===== config.mk =====
export PLATFORM = sky130hd
export DESIGN_NAME = sdx_regs
export DESIGN_NICKNAME = d
export VERILOG_FILES = /design/src/verilog/sdx_pkg.sv /design/src/verilog/sdx_regs.sv
export VERILOG_INCLUDE_DIRS = /design/src /design/src/verilog
export SDC_FILE = /design/constraint.sdc
export NUM_CORES = 1
export LEC_CHECK = 0
export BUFFER_PORTS_ARGS = -buffer_cell sky130_fd_sc_hd__clkbuf_2
export CAP_MARGIN = 0
export CORE_MARGIN = 8
export CORE_UTILIZATION = 24
export CTS_CLUSTER_DIAMETER = 200
export DETAILED_ROUTE_END_ITERATION = 6
export GPL_TIMING_DRIVEN = 0
export HOLD_SLACK_MARGIN = 0.12
export MAX_ROUTING_LAYER = met4
export PLACE_DENSITY = 0.48
export SLEW_MARGIN = 5
export SYNTH_ARGS = -nofsm -noshare
export SYNTH_HDL_FRONTEND = slang
export SYNTH_SLANG_ARGS = --single-unit

===== constraint.sdc =====
create_clock -name clk -period 1.7 [get_ports clk]
set_clock_uncertainty 0.1 [all_clocks]
set_input_delay 0.255 -clock clk [delete_from_list [all_inputs] [get_ports clk]]
set_output_delay 0.255 -clock clk [all_outputs]
set_load 0.1 [all_outputs]

===== src/verilog/sdx_defines.svh =====
// offsets, bit positions, reset values of the smbus control registers
`ifndef SDX_DEFINES_SVH
`define SDX_DEFINES_SVH
`define SDX_OFS_DDR      8'h01
`define SDX_OFS_ARB      8'h02
`define SDX_DDR_RESET    8'h00
`define SDX_ARB_RESET    8'h00
`define SDX_DDR_WMASK    8'heb
`define SDX_ARB_WMASK    8'h05
`define SDX_BIT_FWP      0
`define SDX_BIT_LOCK     1
`define SDX_BIT_RSVD     2
`define SDX_BIT_FLOPPY   3
`define SDX_BIT_UART2    5
`define SDX_BIT_UART1    6
`define SDX_BIT_PARALLEL 7
`define SDX_BIT_REQ      0
`define SDX_BIT_GNT      1
`define SDX_BIT_MREQ     2
`endif


===== src/verilog/sdx_pkg.sv =====
// types shared by the smbus control register bank
package sdx_pkg;
	typedef enum logic [1:0] {
		SDX_ARB_IDLE = 2'b00,
		SDX_ARB_HOST = 2'b01,
		SDX_ARB_SMB  = 2'b11
	} sdx_arb_t;
	typedef logic [7:0] sdx_byte_t;
endpackage


===== src/verilog/sdx_regs.sv =====
// device disable and external bus arbitration registers, smbus side

`include "sdx_defines.svh"

module sdx_regs
	import sdx_pkg::*;
(
	input  wire logic       clk,
	input  wire logic       reset,
	input  wire logic       pci_reset,
	input  wire logic [7:0] reg_addr,
	input  wire logic       reg_wr,
	input  wire logic [7:0] reg_wdata,
	input  wire logic       reg_rd,
	input  wire logic       floppy_protect_line_n,
	input  wire logic       drive_select_zero_n,
	input  wire logic       drive_select_one_n,
	input  wire logic       force_write_protect,
	input  wire logic       floppy_controller_activate,
	input  wire logic       uart1_activate,
	input  wire logic       uart2_activate,
	input  wire logic       parallel_port_activate,
	input  wire logic       host_side_bus_request,
	output logic [7:0]      reg_rdata_q,
	output logic            reg_rvalid_q,
	output logic            floppy_write_protect_q,
	output logic            floppy_enable_q,
	output logic            uart1_enable_q,
	output logic            uart2_enable_q,
	output logic            parallel_enable_q,
	output logic            smbus_side_bus_grant_q,
	output logic            host_side_bus_grant_q,
	output logic            host_cycle_abort_q
);

	// address decode shared by write and read paths
	function automatic logic reg_hit(input logic [7:0] a,
		input logic [7:0] ofs);
		reg_hit = (a == ofs);
	endfunction

	logic rst;
	assign rst = reset | pci_reset;

	// pin synchroniser: three stages, change taken when last two agree
	logic [2:0] wp_sync_q;
	logic [2:0] wp_sync_d;
	logic       wp_pin_q;
	logic       wp_pin_d;

	always_comb begin
		wp_sync_d = {wp_sync_q[1:0], floppy_protect_line_n};
		wp_pin_d  = wp_pin_q;
		if (wp_sync_q[2] == wp_sync_q[1]) begin
			wp_pin_d = wp_sync_q[2];
		end
	end

	always_ff @(posedge clk) begin
		if (rst) begin
			wp_sync_q <= 3'h0;
			wp_pin_q  <= 1'b0;
		end else begin
			wp_sync_q <= wp_sync_d;
			wp_pin_q  <= wp_pin_d;
		end
	end

	// register file state
	sdx_byte_t ddr_q;
	sdx_byte_t ddr_d;
	sdx_byte_t arb_q;
	sdx_byte_t arb_d;
	logic [7:0] rdata_d;
	logic       rvalid_d;
	logic       lock;
	logic       wr_ddr;
	logic       wr_arb;
	logic       override;

	assign lock     = ddr_q[`SDX_BIT_LOCK];
	assign override = arb_q[`SDX_BIT_MREQ];
	assign wr_ddr   = reg_wr & reg_hit(reg_addr, `SDX_OFS_DDR);
	assign wr_arb   = reg_wr & reg_hit(reg_addr, `SDX_OFS_ARB);

	// writes and read mux; grant bit comes from the arbiter, not storage
	always_comb begin
		ddr_d    = ddr_q;
		arb_d    = arb_q;
		rdata_d  = reg_rdata_q;
		rvalid_d = reg_rd;
		if (wr_ddr && !lock) begin
			ddr_d = reg_wdata & `SDX_DDR_WMASK;
		end
		if (wr_arb) begin
			arb_d = reg_wdata & `SDX_ARB_WMASK;
		end
		if (reg_rd) begin
			rdata_d = 8'h00;
			if (reg_hit(reg_addr, `SDX_OFS_DDR)) begin
				rdata_d = ddr_q;
			end else if (reg_hit(reg_addr, `SDX_OFS_ARB)) begin
				rdata_d = arb_q;
				rdata_d[`SDX_BIT_GNT] = smbus_side_bus_grant_q;
			end
		end
	end

	always_ff @(posedge clk) begin
		if (rst) begin
			ddr_q        <= `SDX_DDR_RESET;
			arb_q        <= `SDX_ARB_RESET;
			reg_rdata_q  <= 8'h00;
			reg_rvalid_q <= 1'b0;
		end else begin
			ddr_q        <= ddr_d;
			arb_q        <= arb_d;
			reg_rdata_q  <= rdata_d;
			reg_rvalid_q <= rvalid_d;
		end
	end

	// peripheral gating; the enables feed both host and smbus decoders
	logic wp_d;
	logic floppy_en_d;
	logic u1_en_d;
	logic u2_en_d;
	logic parallel_en_d;

	always_comb begin
		wp_d = ddr_q[`SDX_BIT_FWP] | wp_pin_q
			| (drive_select_zero_n & force_write_protect)
			| (drive_select_one_n & force_write_protect);
		floppy_en_d = floppy_controller_activate
			& ~ddr_q[`SDX_BIT_FLOPPY];
		u2_en_d = uart2_activate & ~ddr_q[`SDX_BIT_UART2];
		u1_en_d = uart1_activate & ~ddr_q[`SDX_BIT_UART1];
		parallel_en_d = parallel_port_activate
			& ~ddr_q[`SDX_BIT_PARALLEL];
	end

	always_ff @(posedge clk) begin
		if (rst) begin
			floppy_write_protect_q <= 1'b0;
			floppy_enable_q        <= 1'b0;
			uart1_enable_q         <= 1'b0;
			uart2_enable_q         <= 1'b0;
			parallel_enable_q      <= 1'b0;
		end else begin
			floppy_write_protect_q <= wp_d;
			floppy_enable_q        <= floppy_en_d;
			uart1_enable_q         <= u1_en_d;
			uart2_enable_q         <= u2_en_d;
			parallel_enable_q      <= parallel_en_d;
		end
	end

	// arbiter; ties from idle go to the host side unless override is set, and a tie never flips the owner back
	sdx_arb_t st_q;
	sdx_arb_t st_d;
	logic     abort_d;
	logic     smbus_side_bus_request;
	logic     smbus_side_bus_grant_d;
	logic     host_gnt_d;

	assign smbus_side_bus_request = arb_q[`SDX_BIT_REQ];

	always_comb begin
		st_d    = st_q;
		abort_d = 1'b0;
		case (st_q)
			SDX_ARB_IDLE: begin
				if (override) begin
					st_d = SDX_ARB_SMB;
				end else if (host_side_bus_request) begin
					st_d = SDX_ARB_HOST;
				end else if (smbus_side_bus_request) begin
					st_d = SDX_ARB_SMB;
				end
			end
			SDX_ARB_HOST: begin
				if (override) begin
					st_d    = SDX_ARB_SMB;
					abort_d = 1'b1;
				end else if (!host_side_bus_request) begin
					if (smbus_side_bus_request) begin
						st_d    = SDX_ARB_SMB;
						abort_d = 1'b1;
					end else begin
						st_d = SDX_ARB_IDLE;
					end
				end
			end
			SDX_ARB_SMB: begin
				if (!smbus_side_bus_request && !override) begin
					if (host_side_bus_request) begin
						st_d = SDX_ARB_HOST;
					end else begin
						st_d = SDX_ARB_IDLE;
					end
				end
			end
			default: begin
				st_d = SDX_ARB_HOST;
			end
		endcase
		// grants decoded here so the flops only register
		smbus_side_bus_grant_d  = (st_d == SDX_ARB_SMB);
		host_gnt_d = (st_d == SDX_ARB_HOST);
	end

	// host owns the bus after reset
	always_ff @(posedge clk) begin
		if (rst) begin
			st_q                   <= SDX_ARB_HOST;
			smbus_side_bus_grant_q <= 1'b0;
			host_side_bus_grant_q  <= 1'b1;
			host_cycle_abort_q     <= 1'b0;
		end else begin
			st_q                   <= st_d;
			smbus_side_bus_grant_q <= smbus_side_bus_grant_d;
			host_side_bus_grant_q  <= host_gnt_d;
			host_cycle_abort_q     <= abort_d;
		end
	end
endmodule


* After elaboration in Yosys (flattened, before gate mapping) *
Cells that the tools add are included.

operators by class
  equality and inequality tests = 7
  reduce and logical (&&, ||, !) cells = 7
  mux-type cells = 14
  bitwise gates (word level) = 17

operators with widths
  operator                                              count
  two-way mux 2 bit                                     7
  AND 1 bit                                             8
  equality test 8 x 1 -> 1 bit (second input constant)  1
  equality test 8 x 2 -> 1 bit (second input constant)  1
  two-way mux 8 bit                                     1
  case mux 2 bit (3 select lines)                       1
  inverter 1 bit                                        5
  equality test 2 x 1 -> 1 bit (second input constant)  2
  equality test 2 bit (second input constant)           2
  two-way mux 1 bit                                     4
  OR 1 bit                                              4
  zero test 1 bit                                       3
  two-way mux 3 bit                                     1
  logical AND 1 bit                                     2
  zero test 2 bit                                       1
  OR reduction 2 bit                                    1
  equality test 1 bit                                   1

storage, ports and cells
  flip-flop bits (word level) = 31
  output and inout port bits = 17

* Depth between registers and ports, before layout *
  word-level depth = 5
  depth in mapped cells = 4
  mapped depth without buffers = 3

* Worst setup path before layout *
OpenSTA, ideal clock, no wires.

  path kind = flip-flop to flip-flop
  start = register smbus_side_bus_grant_q
  end = register reg_rdata_q[1]
  setup time = 87 ps
  arrival = 1361 ps
  buffers on the path = 0
  required time = 1513 ps
  stages on the path, launching flop included = 3
  slack = 152 ps
  cell sequence = dfxtp_1 > a22oi_1 > o31ai_1

on the way
  word-level cells in the longest chain between the ends = 2

RTL lines
  item                    line             RTL
  from (decl)             sdx_regs.sv:31   output logic smbus_side_bus_grant_q,
  from (signal assigned)  sdx_regs.sv:221  smbus_side_bus_grant_q <= smbus_side_bus_grant_d;
  two-way mux 3 bit       sdx_regs.sv:102  end else if (reg_hit(reg_addr, `SDX_OFS_ARB)) begin
  two-way mux 8 bit       sdx_regs.sv:100  if (reg_hit(reg_addr, `SDX_OFS_DDR)) begin
  to (signal assigned)    sdx_regs.sv:118  reg_rdata_q <= rdata_d;
  to (decl)               sdx_regs.sv:24   output logic [7:0] reg_rdata_q,

Every way passes these cells.
A chain may end at the register's enable or synchronous reset.

* Worst setup path in the final report *
  start = register smbus_side_bus_grant_q
  end = output port smbus_side_bus_grant_q

No word-level cell between the ends.

==> flow_summary.yaml <==
clock_network:
  root_buffer: "clkbuf_8"
  clk_latency_ns: 0.28
  cts_sinks: 30
  cts_setup_buffers: 0
  cts_tree: "yes"
  clock_path_buffers: 2
  htreeDepth: 2
  clk_pin_slew_ns: 0.07
  cts-buffers-inserted: 5
floorplan:
  ioPinCount: 47
  initial_core_util_pct: 24.59
  die_y_um: 85.33
  core_um2: 4692
  die_area_um2: 7281
  chipWidth_um: 85.33
  fp-row-count: 25
critical_path:
  endpoint: "smbus_side_bus_grant_q"
  path_class: "flip-flop to output pin"
  rrSetupSlack_ns: 0.48
  critPathRequiredTime_ns: 1.34
  r2r-end: "st_q[0]"
  critPathCaptureType: "output pin"
  start_kind: "flip-flop"
  cp_max_fo: 2
  crit_family: "buffers and inverters"
  crit_path_max_incr_delay_ns: 0.48
  arrival_ns: 1.12
  crit_chain: "clkbuf_2"
  worst-path-buf-inv: 1
  reg2regPathDepth: 3
  critPathSlowestCell: "clkbuf_2"
  worst-path-stages: 1
  startpoint: "smbus_side_bus_grant_q"
  worstReg2RegStart: "st_q[1]"
grt:
  antenna_found_initial: 0
  grt_pass1_vias: 1103
  grt-ovfl-total: 0
  grt_pass1_wl_mm: 5.181
  track_usage_pct: 9.439
  grt_max_degree: 11
flow_run:
  cap_violations: 0
routing:
  drt_first_pass_iters: 4
  vias_per_cell: 4.421
  vias: 1039
  routed_wl_mm: 3.152
  drt-wirelength-per-cell_um: 13.41
  final_antenna_net_count: 0
  drc: 0
  drt_iter0_drc: 15
timing:
  rsz0062_at_grt: "no"
  setup_viol: 0
  finalHoldViolCount: 0
  fin_crit_sh_pct: 86.99
  worst_hold_slack_ns: 0.1374
  relSlewSlack_pct: 62.05
  tightest_slew_ns: 0.5651
  clock.fmax_mhz: 676.2
  setup_tns_ns: 0
  post-route-min-period_ns: 1.479
  final_max_slew_viol_count: 0
placed_design:
  dp_hpwl_mm: 2.488
  place_congestion: 0.6970
  port_buffers: 44
  placed_area_um2: 1441
layout:
  utilization_pct: 35.31
  num-nets-final: 210
  stdcell_area_um2: 1657
  synthToLayoutAreaGrowth_pct: 43.60
  drive_above_1_share_pct: 32.04
  n_antenna_cell: 0
synth:
  synth_warnings: 0
  synth_cell_type_count: 27
  synth_nets: 147
  synth.cell_area_um2: 1154
  ys_seq_area_share_pct: 52.06
  syn_avg_cell_area_um2: 9.860
  synth-seq-cells: 30
  syn_inst: 117
status:
  outcome: "finished, final reports clean"
min_path:
  hold_class: "primary input to flip-flop"
  hold_start: "reg_wdata[0]"
power:
  max-vdd-ir-drop_mv: 0.2391
  power.density_nw_per_um2: 896.4
  total_power_mw: 1.485
  p_leak_nw: 0.7500
==> worst register-to-register path, delay by kind of cell, from the launching register on <==
kind	cells	cell delay (ns)
buffers and inverters	1	0.08
AOI/OAI and AO/OA	1	0.16
and+or+nand+nor	1	0.44
DFF	1	0.31
==> per-layer routing <==
metal	vias to the layer above	GRT usage [%]	wire length [µm]
li1	534	-	-
met1	468	8.989	1308
met2	31	16.12	1554
met3	6	2.799	214
met4	0	6.688	74
met5	-	-	0
==> registers in the layout, indices dropped and copies added (netlist names) <==
register	flops
host_side_bus_grant_q	1
arb_q	2
ddr_q	6
smbus_side_bus_grant_q	1
floppy_enable_q	1
st_q	2
parallel_enable_q	1
wp_sync_q	3
host_cycle_abort_q	1
reg_rdata_q	7
uart2_enable_q	1
reg_rvalid_q	1
floppy_write_protect_q	1
uart1_enable_q	1
wp_pin_q	1
==> logic make-up after synthesis <==
group	after synthesis	synth area share [%]
AND/OR/NAND/NOR	50	27.87
flip-flops	30	52.06
AO/OA/AOI/OAI	20	10.41
buffers and inverters	9	3.253
multiplexers	7	6.074
other	1	0.3251
==> through the flow <==
step                      worst slack (ns)  cells
after floorplan                     0.1520    117
after global placement              0.1099    215
after detailed placement            0.1152    215
after CTS                           0.2089    235
after global routing                0.1731    235
final                               0.2211    235
==> what timing repair did <==
action,4_1_cts,5_1_grt
hold endpoints to repair,12,0
gates resized for setup,0,0
hold buffers,12,0
==> final cells by class <==
class / count / area (µm²)
Multi-Input combinational cell: 78 / 515.5
Inverter: 4 / 15.01
Tap cell: 54 / 67.56
Fill cell: 493 / 3035
Clock buffer: 6 / 82.58
Timing Repair Buffer: 56 / 340.3
Sequential cell: 30 / 600.6
Clock inverter: 2 / 12.51
Buffer: 5 / 22.52
==> cells in the final DEF (no fill, tap or decap), types with 2 or more instances in the layout <==
cell	n
nand2b_1	5
a21oi_1	9
dlygate4sd3_1	12
clkbuf_2	44
nor2b_1	2
nand4_1	6
mux2i_1	7
a22oi_1	2
o31ai_1	2
and2_1	4
dfxtp_1	30
nor2_1	4
o21ai_0	4
nand3b_1	2
inv_1	4
nor3b_1	4
nand2_1	17
clkbuf_1	4
clkbuf_8	6
==> where the power goes <==
part           switching, mW  internal [mW]
Clock                  0.272          0.325
Combinational          0.111         0.0636
Sequential           0.00240          0.712
Total                  0.385           1.10
==> worst min path at each step <==
stage,endpoint,slack [ns],cells after the start
finish,ddr_q[0],0.14,3
global route,ddr_q[0],0.13,3
CTS,ddr_q[0],0.13,3
detailed placement,wp_sync_q[1],0.32,1
global placement,wp_sync_q[1],0.31,1
floorplan,st_q[0],0.26,1
==> Yosys cell counts (all sizes together) <==
master,count,area share (%)
and2,4,2.2
nor3b,4,2.6
or2,1,0.54
a21oi,9,3.9
clkbuf,4,1.3
mux2i,7,6.1
nand4,6,3.3
or4,1,0.65
dfxtp,30,52
nor2b,2,1.1
conb,1,0.33
a22oi,2,1.3
o31ai,2,1.3
o21ai,4,1.7
nand3b,2,1.3
buf,1,0.65
nor4b,1,2.1
nand2b,5,2.7
nand2,17,5.5
nor2,4,1.3
inv,4,1.3
a41oi,1,0.76
nor4,1,1.8
a21o,1,0.65
and4,1,0.76
a31o,1,0.76
nand4b,1,2.1
Power figures use the tool's default switching activity.
